==> src/hw/motor_status_map.svh <==
`ifndef MOTOR_STATUS_MAP_SVH
`define MOTOR_STATUS_MAP_SVH
`define MST_CLK_NS 50
`define MST_TICK_US 1000
`define MST_STOP_MS 10
`define MST_RISE_MS 10
`define MST_PU_MIN 16'h0001
`define MST_PU_MAX 16'h0190
`define MST_OFF_CTRL 6'h00
`define MST_OFF_THR0 6'h01
`define MST_OFF_FACT 6'h08
`define MST_OFF_STAT 6'h09
`define MST_OFF_EVON 6'h0A
`define MST_OFF_EVOFF 6'h0B
`define MST_OFF_PEND 6'h0C
`define MST_OFF_MASK 6'h0D
`define MST_OFF_CNT0 6'h0E
`define MST_OFF_LAST 6'h15
`define MST_RST_NOLOAD 16'h0002
`define MST_RST_STARTDET 16'h000F
`define MST_RST_MINLOCK 16'h0023
`define MST_RST_NOMSTART 16'h003C
`define MST_RST_MAXLOCK 16'h004B
`define MST_RST_MAXOVL 16'h0014
`define MST_RST_NOMINAL 16'h000A
`define MST_RST_FACT 32'h0064_0064
`define MST_CTRL_FEN 0
`define MST_CTRL_SEL 1
`define MST_CTRL_MODE 5
`define MST_ST_STOPPED 0
`define MST_ST_STARTING 1
`define MST_ST_RUNNING 2
`define MST_ST_NORMAL 3
`define MST_ST_OVERLOAD 4
`define MST_ST_STALLED 5
`define MST_ST_MISSING 6
`define MST_ST_OVERCUR 7
`define MST_ST_STALLTC 8
`define MST_ST_UCLOCK 9
`endif

==> src/hw/motor_status_pkg.sv <==
package motor_status_pkg;
	typedef enum logic [3:0] {
		force_none, force_halted, force_accelerating, force_turning,
		force_locked, force_unbalanced_load, force_nominal_load,
		force_overload, force_severe_overload
	} force_type;
	typedef enum logic [1:0] {
		direct_line_start, star_delta_start, soft_start
	} start_mode_type;
	typedef enum logic [1:0] {
		MOTOR_STOPPED, MOTOR_STARTING, MOTOR_RUNNING
	} state_type;
endpackage

==> src/hw/mst_evt_if.sv <==
interface mst_evt_if;
	logic [9:0] status;
	logic [9:0] enOn;
	logic [9:0] enOff;
	logic [19:0] mask;
	logic clrWr;
	logic [19:0] clrData;
	logic [19:0] pend;
	logic irq;
	modport main (output status, enOn, enOff, mask, clrWr, clrData,
		input pend, irq);
	modport unit (input status, enOn, enOff, mask, clrWr, clrData,
		output pend, irq);
endinterface

==> src/hw/motor_status_monitor.sv <==
// Chosen here: the placing of the registers and the APB register port.
`include "motor_status_map.svh"
module motor_status_monitor #(
	parameter int TICK_CYCLES = `MST_TICK_US * 1000 / `MST_CLK_NS,
	parameter int CW = 16
)(
	// Clock and reset
	input wire logic clk,
	input wire logic reset,
	// APB slave
	input wire logic psel,
	input wire logic penable,
	input wire logic pwrite,
	input wire logic [7:0] paddr,
	input wire logic [31:0] pwdata,
	output logic [31:0] prdata,
	output logic pready,
	output logic pslverr,
	// Phase currents, 0.1 x In per unit
	input wire logic measValid,
	input wire logic [CW-1:0] phaseA,
	input wire logic [CW-1:0] phaseB,
	input wire logic [CW-1:0] phaseC,
	// Status and interrupt
	output logic [9:0] statusOut,
	output logic irq
);
	localparam logic [7:0] STOP_TICKS =
		8'(`MST_STOP_MS * 1000 / `MST_TICK_US);
	localparam logic [7:0] RISE_TICKS =
		8'(`MST_RISE_MS * 1000 / `MST_TICK_US);
	localparam logic [CW-1:0] THR_RST [0:6] = '{
		`MST_RST_NOLOAD, `MST_RST_STARTDET, `MST_RST_MINLOCK,
		`MST_RST_NOMSTART, `MST_RST_MAXLOCK, `MST_RST_MAXOVL,
		`MST_RST_NOMINAL};

	logic tick;
	logic [CW-1:0] thr_r [0:6];
	logic [31:0] fact_r;
	logic [6:0] ctrl_r;
	logic [9:0] evOn_r, evOff_r;
	logic [19:0] mask_r;
	logic [31:0] cnt_r [0:6];
	logic [31:0] upMs_r;
	logic [CW-1:0] maxI_r, minI_r, nomEff_r;
	logic [7:0] lowCnt_r, riseCnt_r;
	logic [9:0] status_r;
	logic [31:0] prdata_r;
	logic pready_r, pslverr_r;
	motor_status_pkg::state_type state_r, stateNxt;

	mst_evt_if ev ();

	mst_tick_div #(.N(TICK_CYCLES)) u_div (
		.clk(clk),
		.reset(reset),
		.tick(tick)
	);

	mst_event_unit u_evt (
		.clk(clk),
		.reset(reset),
		.ev(ev.unit)
	);

	// Register decode
	wire [5:0] widx = paddr[7:2];
	wire aligned = paddr[1:0] == 2'b00;
	wire mapped = aligned && widx <= `MST_OFF_LAST;
	wire setup = psel && !penable;
	wire wrEn = psel && penable && pwrite && pready_r && mapped;
	wire isThr = widx >= `MST_OFF_THR0 && widx < `MST_OFF_FACT;
	wire [2:0] thrIdx = 3'(widx - `MST_OFF_THR0);
	// Last word is reserved and must read 0, not a counter
	wire isCnt = widx >= `MST_OFF_CNT0 && widx < `MST_OFF_LAST;
	wire [2:0] cntIdx = 3'(widx - `MST_OFF_CNT0);
	wire clrCnt = wrEn && isCnt;

	function automatic logic [CW-1:0] clampPu(input logic [31:0] v);
		if (v < 32'(`MST_PU_MIN))
			return `MST_PU_MIN;
		else if (v > 32'(`MST_PU_MAX))
			return `MST_PU_MAX;
		else
			return CW'(v);
	endfunction

	function automatic logic [31:0] readSel(input logic [5:0] i);
		case (i)
			`MST_OFF_CTRL: return {25'h0, ctrl_r};
			`MST_OFF_FACT: return fact_r;
			`MST_OFF_STAT: return {22'h0, status_r};
			`MST_OFF_EVON: return {22'h0, evOn_r};
			`MST_OFF_EVOFF: return {22'h0, evOff_r};
			`MST_OFF_PEND: return {12'h0, ev.pend};
			`MST_OFF_MASK: return {12'h0, mask_r};
			default: begin
				if (isThr)
					return 32'(thr_r[thrIdx]);
				else if (isCnt)
					return cnt_r[cntIdx];
				else
					return 32'h0;
			end
		endcase
	endfunction

	wire [31:0] readVal = readSel(widx);

	always_ff @(posedge clk or posedge reset) begin
		if (reset) begin
			pready_r <= 1'b0;
			pslverr_r <= 1'b0;
			prdata_r <= 32'h0;
		end else begin
			pready_r <= setup;
			pslverr_r <= setup && !mapped;
			if (setup)
				prdata_r <= mapped && !pwrite ? readVal : 32'h0;
		end
	end

	// mode and force fields, reset to line start, no force
	always_ff @(posedge clk or posedge reset) begin
		if (reset) begin
			ctrl_r <= 7'h00;
			fact_r <= `MST_RST_FACT;
			evOn_r <= 10'h000;
			evOff_r <= 10'h000;
			mask_r <= 20'h00000;
		end else if (wrEn) begin
			case (widx)
				`MST_OFF_CTRL: ctrl_r <= pwdata[6:0];
				`MST_OFF_FACT: fact_r <= pwdata;
				`MST_OFF_EVON: evOn_r <= pwdata[9:0];
				`MST_OFF_EVOFF: evOff_r <= pwdata[9:0];
				`MST_OFF_MASK: mask_r <= pwdata[19:0];
				default: ;
			endcase
		end
	end

	always_ff @(posedge clk or posedge reset) begin
		if (reset) begin
			for (int i = 0; i < 7; i++)
				thr_r[i] <= THR_RST[i];
		end else if (wrEn && isThr) begin
			thr_r[thrIdx] <= clampPu(pwdata);
		end
	end

	wire [CW-1:0] noLoad = thr_r[0];
	wire [CW-1:0] startDet = thr_r[1];
	wire [CW-1:0] maxLock = thr_r[4];
	wire [CW-1:0] maxOvl = thr_r[5];
	wire forceEn = ctrl_r[`MST_CTRL_FEN];
	wire [3:0] forceSel = ctrl_r[`MST_CTRL_SEL +: 4];
	wire softMode = ctrl_r[`MST_CTRL_MODE +: 2] ==
		motor_status_pkg::soft_start;

	wire [CW-1:0] mAB = phaseA > phaseB ? phaseA : phaseB;
	wire [CW-1:0] nAB = phaseA < phaseB ? phaseA : phaseB;
	always_ff @(posedge clk or posedge reset) begin
		if (reset) begin
			maxI_r <= '0;
			minI_r <= '0;
			nomEff_r <= `MST_RST_NOMINAL;
		end else begin
			if (measValid) begin
				maxI_r <= mAB > phaseC ? mAB : phaseC;
				minI_r <= nAB < phaseC ? nAB : phaseC;
			end
			// nominal derated by service and ambient factors
			nomEff_r <= CW'((48'(thr_r[6]) * 48'(fact_r[15:0]) *
				48'(fact_r[31:16])) / 48'h2710);
		end
	end

	wire below = maxI_r < noLoad;
	wire aboveStart = maxI_r > startDet;
	wire aboveNom = maxI_r > nomEff_r;
	wire aboveOvl = maxI_r > maxOvl;
	wire aboveLock = maxI_r > maxLock;
	wire phaseLow = minI_r < noLoad;
	wire lowQual = lowCnt_r > STOP_TICKS;
	wire startSeen = aboveStart && !below &&
		(softMode || riseCnt_r <= RISE_TICKS);

	// low-current and rise timers in 1 ms ticks
	always_ff @(posedge clk or posedge reset) begin
		if (reset) begin
			lowCnt_r <= 8'h00;
			riseCnt_r <= 8'h00;
		end else begin
			if (!below)
				lowCnt_r <= 8'h00;
			else if (tick && !lowQual)
				lowCnt_r <= lowCnt_r + 8'h01;
			if (below)
				riseCnt_r <= 8'h00;
			else if (tick && riseCnt_r <= RISE_TICKS)
				riseCnt_r <= riseCnt_r + 8'h01;
		end
	end

	always_comb begin
		stateNxt = state_r;
		case (state_r)
			motor_status_pkg::MOTOR_STOPPED: begin
				if (startSeen)
					stateNxt = motor_status_pkg::MOTOR_STARTING;
			end
			motor_status_pkg::MOTOR_STARTING: begin
				if (lowQual)
					stateNxt = motor_status_pkg::MOTOR_STOPPED;
				else if (!below && maxI_r < maxOvl)
					stateNxt = motor_status_pkg::MOTOR_RUNNING;
			end
			motor_status_pkg::MOTOR_RUNNING: begin
				if (lowQual)
					stateNxt = motor_status_pkg::MOTOR_STOPPED;
			end
			default: stateNxt = motor_status_pkg::MOTOR_STOPPED;
		endcase
	end

	wire inStop = state_r == motor_status_pkg::MOTOR_STOPPED;
	wire inStart = state_r == motor_status_pkg::MOTOR_STARTING;
	wire inRun = state_r == motor_status_pkg::MOTOR_RUNNING;
	wire goStart = inStop && stateNxt == motor_status_pkg::MOTOR_STARTING;
	wire goRun = inStart && stateNxt == motor_status_pkg::MOTOR_RUNNING;
	wire goStop = !inStop && stateNxt == motor_status_pkg::MOTOR_STOPPED;

	always_ff @(posedge clk or posedge reset) begin
		if (reset)
			state_r <= motor_status_pkg::MOTOR_STOPPED;
		else
			state_r <= stateNxt;
	end

	// counters: starts, good, stops, run, start, stop ms, last stop
	wire [6:0] cntInc = {1'b0, tick && inStop, tick && inStart,
		tick && inRun, goStop, goRun, goStart};
	always_ff @(posedge clk or posedge reset) begin
		if (reset) begin
			for (int i = 0; i < 7; i++)
				cnt_r[i] <= 32'h0;
			upMs_r <= 32'h0;
		end else begin
			upMs_r <= upMs_r + 32'(tick);
			for (int i = 0; i < 6; i++)
				cnt_r[i] <= (clrCnt && cntIdx == 3'(i)) ? 32'h0 :
					cnt_r[i] + 32'(cntInc[i]);
			if (goStop)
				cnt_r[6] <= upMs_r;
		end
	end

	function automatic logic [6:0] forceMap(input logic [3:0] s);
		case (s)
			motor_status_pkg::force_halted: return 7'h01;
			motor_status_pkg::force_accelerating: return 7'h02;
			motor_status_pkg::force_turning: return 7'h04;
			motor_status_pkg::force_locked: return 7'h24;
			motor_status_pkg::force_unbalanced_load: return 7'h44;
			motor_status_pkg::force_nominal_load: return 7'h0C;
			motor_status_pkg::force_overload: return 7'h14;
			motor_status_pkg::force_severe_overload: return 7'h20;
			default: return 7'h00;
		endcase
	endfunction

	wire forceOn = forceEn && forceSel != 4'h0;
	wire [6:0] rawSt = {
		// one phase lost while starting or running
		(inStart || inRun) && phaseLow && !below,
		inRun && aboveOvl,
		inRun && aboveNom && !aboveOvl,
		inRun && !below && !aboveNom,
		inRun, inStart,
		inStop && lowQual};
	// overcurrent, stall time constant, undercurrent lock
	wire [9:0] statusNxt = {below, aboveOvl, aboveLock,
		forceOn ? forceMap(forceSel) : rawSt};

	always_ff @(posedge clk or posedge reset) begin
		if (reset)
			status_r <= 10'h000;
		else
			status_r <= statusNxt;
	end

	// edge events gated by software choice
	assign ev.status = status_r;
	assign ev.enOn = evOn_r;
	assign ev.enOff = evOff_r;
	assign ev.mask = mask_r;
	assign ev.clrWr = wrEn && widx == `MST_OFF_PEND;
	assign ev.clrData = pwdata[19:0];

	assign prdata = prdata_r;
	assign pready = pready_r;
	assign pslverr = pslverr_r;
	assign statusOut = status_r;
	assign irq = ev.irq;
endmodule

==> src/hw/mst_event_unit.sv <==
module mst_event_unit (
	input wire logic clk,
	input wire logic reset,
	mst_evt_if.unit ev
);
	logic [9:0] prev_r;
	logic [19:0] pend_r;
	logic irq_r;
	wire [9:0] rise = ev.status & ~prev_r & ev.enOn;
	wire [9:0] fall = ~ev.status & prev_r & ev.enOff;
	wire [19:0] hit = {fall, rise};
	wire [19:0] clr = ev.clrWr ? ev.clrData : 20'h0;
	// A new edge wins over a write-one-to-clear in the same cycle
	wire [19:0] pendNxt = (pend_r & ~clr) | hit;
	always_ff @(posedge clk or posedge reset) begin
		if (reset) begin
			prev_r <= 10'h0;
			pend_r <= 20'h0;
			irq_r <= 1'b0;
		end else begin
			prev_r <= ev.status;
			pend_r <= pendNxt;
			irq_r <= |(pendNxt & ev.mask);
		end
	end
	assign ev.pend = pend_r;
	assign ev.irq = irq_r;
endmodule

==> src/hw/mst_tick_div.sv <==
module mst_tick_div #(
	parameter int N = 20000
)(
	input wire logic clk,
	input wire logic reset,
	output logic tick
);
	logic [31:0] cnt_r;
	wire wrap = cnt_r == 32'(N - 1);
	always_ff @(posedge clk or posedge reset) begin
		if (reset) begin
			cnt_r <= 32'h0;
			tick <= 1'b0;
		end else begin
			cnt_r <= wrap ? 32'h0 : cnt_r + 32'h1;
			tick <= wrap;
		end
	end
endmodule

==> config.mk <==
export PLATFORM = sky130hd
export DESIGN_NAME = motor_status_monitor
export DESIGN_NICKNAME = d
export VERILOG_FILES = /design/src/hw/motor_status_pkg.sv /design/src/hw/mst_evt_if.sv /design/src/hw/motor_status_monitor.sv /design/src/hw/mst_event_unit.sv /design/src/hw/mst_tick_div.sv
export VERILOG_INCLUDE_DIRS = /design/src /design/src/hw
export SDC_FILE = /design/constraint.sdc
export NUM_CORES = 2
export LEC_CHECK = 0
export BUFFER_PORTS_ARGS = -buffer_cell sky130_fd_sc_hd__buf_4
export CORE_MARGIN = 2
export CORE_UTILIZATION = 65
export CTS_CLUSTER_DIAMETER = 80
export DETAILED_ROUTE_END_ITERATION = 10
export MAX_ROUTING_LAYER = met4
export PLACE_DENSITY = 0.82
export SYNTH_ARGS = -nofsm -noshare
export SYNTH_HDL_FRONTEND = slang
export SYNTH_SLANG_ARGS = --single-unit
==> constraint.sdc <==
create_clock -name clk -period 49.7 [get_ports clk]
set_input_delay 9.94 -clock clk [delete_from_list [all_inputs] [get_ports clk]]
set_output_delay 9.94 -clock clk [all_outputs]
set_load 0.02 [all_outputs]
==> impl_metrics.toml <==
[status]
outcome = "finished clean"

[worst_setup_path]
worst_ep_arrival_time_ns = 47.42
crit_path_start_kind = "flip-flop"
r2r-end = "nomEff_r[0]"
crit_fanout = 18
crit_path_top_delay_cell = "sky130_fd_sc_hd__dfstp_2"
reg2regPathDepth = 160
kind_of_end_point_of_the_critical_path = "flip-flop"
crit_path_required_time_ns = 50.23
slowest_delay_ns = 0.76
critical_path.startpoint = "thr_r[3]"
timing.rr.start = "thr_r[3]"
worstSetupPathType = "reg -> reg"
cpMostUsedCell = "sky130_fd_sc_hd__a21oi_1"
reg2reg_slack_ns = 2.81

[finish]
final_layout_size_suffix_gt1_share_pct = 11.2
fillerInstances = 8424
final_net_count = 9281
final_cell_area_mm2 = 0.0775
syn2layout_area_growth_pct = 7.53

[synthesis]
ys_seq_area_share_pct = 21.6
postSynthAreaPerCell_um2 = 8.77
ys_top_cells_by_area = "sky130_fd_sc_hd__dfrtp_1, sky130_fd_sc_hd__fa_1, sky130_fd_sc_hd__ha_1"
ys_warn_count = 0
netlist.area_leader.share_pct = 20.6
synthDominantAreaCellType = "sky130_fd_sc_hd__dfrtp_1"
synth_flop_cell = "sky130_fd_sc_hd__dfrtp_1"
synth_nets = 9315
netlist_instances = 8215
asr_flop_ratio_synth_pct = 100
netlist-cell-type-count = 154
synth_edf_count = 0
synth.cell_area_mm2 = 0.0721
ys_ff_latch = 621

[floorplanning]
area_of_the_core_mm2 = 0.110
die-width_um = 337
chipHeight_um = 337
floorplan.initialDensity_pct = 65.3
rows = 122
num_io_pins = 139
die_area_mm2 = 0.114

[drt]
vias = 63577
drt-wirelength-per-cell_um = 22.9
viasPerCell = 6.53
antenna_violating_nets_post_route = 0
totalWireLength_um = 223000
detailedRoute.firstIterationViolations = 7241
post-route-drc-count = 0
first_pass_iters = 6

[pwr]
cellPowerDensity_mw_per_mm2 = 15.6
intPower_w = 0.000884
power.total_w = 0.00121
p_comb_share_pct = 11.2
leakagePower_nw = 34.9
power.share.switching_pct = 26.7
ir_worst_vdd_uv = 29.5
clock_power_share_pct = 44.9
netSwitchingPower_w = 0.000322
seqPwrFrac_pct = 43.9

[placed_design]
numPortBuffers = 138
placedInstanceArea_mm2 = 0.0742
dpl_hpwl_um = 167000
dp_slack_ns = 0.342
gp_routability_congestion = 1.02

[sta]
total_count_of_max_transition_violations_in_the_final_report = 0
worst_slew_margin_rel_pct = 7.34
timing.final.crit_period_ns = 46.89
number_of_hold_violations_in_the_final_report = 0
fin_worst_skew_ns = 0.0347
postLayoutSetupSlackWorst_ns = 2.81
timing.final.crit_share_pct = 94.3
worst-slew-pin-transition_ns = 1.39
max_clock_freq_mhz = 21.3
final.hold.worst_slack_ns = 0.478
report.final.setup_viol = 0

[cts]
clock_path_buffers = 3
cts-buffers-inserted = 67
cts.root.buffer_cell = "sky130_fd_sc_hd__clkbuf_16"
clock_sink_count = 621
tritoncts_clock_tree = "yes"
clock_slew_seen_by_the_registers_of_the_worst_setup_and_hold_paths_ns = 0.06
cts_max_level = 3
worst_skew_pair.late_latency_ns = 0.64
cts_hold_buf = 0

[hold_path]
hold_end = "prdata[19]"
hold_start = "prdata[19]"
timing.hold.worst_path_depth = 1
timing.hold.worst.class = "reg -> reg"

[flow_run]
drv_cap = 0

[global_route]
grtUsageTotal_pct = 40.5
vias_in_the_first_global_route = 62469
grt_max_degree = 142
global_route_wire_length_before_repair_um = 351000
grt_antenna_before_repair = 9
overall_overflow_remaining_after_global_route = 0
## Yosys cell counts (47+ instances only)
master                     number
sky130_fd_sc_hd__buf_2         55
sky130_fd_sc_hd__ha_1         394
sky130_fd_sc_hd__nor2_1       524
sky130_fd_sc_hd__mux2_2       172
sky130_fd_sc_hd__a21o_1        68
sky130_fd_sc_hd__nand3_1      187
sky130_fd_sc_hd__nand4_1      107
sky130_fd_sc_hd__clkbuf_1     277
sky130_fd_sc_hd__a21oi_1      356
sky130_fd_sc_hd__o21ai_1       55
sky130_fd_sc_hd__a31oi_1       83
sky130_fd_sc_hd__and2_1       431
sky130_fd_sc_hd__inv_1        860
sky130_fd_sc_hd__nand2_1     1054
sky130_fd_sc_hd__nor3_1       102
sky130_fd_sc_hd__dfrtp_1      593
sky130_fd_sc_hd__o21ai_0      303
sky130_fd_sc_hd__xor2_1       200
sky130_fd_sc_hd__fa_1         612
sky130_fd_sc_hd__and3_1       114
sky130_fd_sc_hd__xnor2_1      274
sky130_fd_sc_hd__nand2b_1      99
sky130_fd_sc_hd__nor2b_1       82
sky130_fd_sc_hd__o211ai_1      56
sky130_fd_sc_hd__mux4_2        47
## worst max-delay path, delay by kind of cell (launching register included)
family,cells,cell delay [ns]
compound gates,85,22.85
fa+ha+maj,17,7.61
simple gates,25,6.86
xor+xnor,12,3.85
mux,9,3.44
buf+inv,12,1.28
flops,1,0.76
## flip-flops by register name (all words and copies together) (netlist names), 10 cells and up
register / flops
cnt_r: 224
maxLock: 16
thr_r: 48
u_evt.prev_r: 10
u_div.cnt_r: 32
u_evt.ev.pend: 20
statusOut: 10
prdata: 32
ev.enOff: 10
minI_r: 16
startDet: 16
upMs_r: 32
ev.enOn: 10
noLoad: 16
maxOvl: 16
nomEff_r: 16
maxI_r: 16
fact_r: 32
ev.mask: 20
## cell type report
type	count	area (um^2)	share of cell area, %
antenna	9	22.5	0.0291
clock inverter	25	420	0.543
multi-input combinational	6356	52400	67.6
tap	1488	1860	2.40
timing repair buffer	262	1980	2.55
sequential	621	15600	20.1
clock buffer	97	1950	2.52
inverter	873	3290	4.24
## power by group through the flow
stage | clock [W] | combinational (W) | sequential, W
final | 0.000541 | 0.000135 | 0.000529
after global routing | 0.000563 | 0.000151 | 0.000530
after CTS | 0.000542 | 0.000134 | 0.000529
after detailed placement | 0 | 0.000132 | 0.000538
after global placement | 0 | 0.000127 | 0.000537
after floorplan | 0 | 0.0000901 | 0.000532
## layout by cell type, fill, tap and decap left out, types with 107 or more instances in the layout
cell                      instances
sky130_fd_sc_hd__buf_4          261
sky130_fd_sc_hd__nand4_1        107
sky130_fd_sc_hd__dfrtp_1        584
sky130_fd_sc_hd__fa_1           612
sky130_fd_sc_hd__and3_1         114
sky130_fd_sc_hd__mux2_2         172
sky130_fd_sc_hd__inv_1          859
sky130_fd_sc_hd__nand2_1       1053
sky130_fd_sc_hd__o21ai_0        299
sky130_fd_sc_hd__a21oi_1        354
sky130_fd_sc_hd__ha_1           392
sky130_fd_sc_hd__and2_1         430
sky130_fd_sc_hd__nand3_1        187
sky130_fd_sc_hd__xnor2_1        257
sky130_fd_sc_hd__xor2_1         193
sky130_fd_sc_hd__nor2_1         521
## how the worst max path moves through the flow
| stage | end | cells after the start |
|---|---|---|
| finish | nomEff_r[0] | 160 |
| detailed placement | nomEff_r[0] | 157 |
| CTS | nomEff_r[0] | 157 |
| global placement | nomEff_r[0] | 159 |
| global route | nomEff_r[0] | 162 |
| floorplan | nomEff_r[0] | 173 |
## metal layers
layer | vias up | track usage [%] | part of all wire [%]
met4 | 0 | 18.0 | 5.4
met5 | - | - | 0
met3 | 733 | 9.84 | 11
met1 | 31200 | 54.0 | 40
met2 | 3601 | 58.8 | 43
li1 | 28043 | - | -
## cells by family after synthesis
kind of cell	after synthesis	share of synthesized area [%]
AO/OA/AOI/OAI	1622	16.4
XOR/XNOR	489	6.11
adder cells (fa/ha/maj)	1031	24.2
buffers and inverters	1239	6.67
flip-flops	621	21.6
multiplexers	283	5.13
AND/OR/NAND/NOR	2930	19.9
## metrics by stage
step	util, %	TNS (ns)	instances
2_1_floorplan	-	0	8215
3_3_place_gp	67.3	0	9567
3_5_place_dp	67.3	0	9567
4_1_cts	69.4	0	9689
5_1_grt	70.2	-0.122	9729
6_report	70.2	0	9731
## timing repair
item,4_1_cts,5_1_grt
hold endpoints to repair,0,0
endpoints found under the setup margin,0,6
gates resized for setup,0,97
buffers inserted,0,32
No activity file was read; power rests on OpenSTA's default activity.
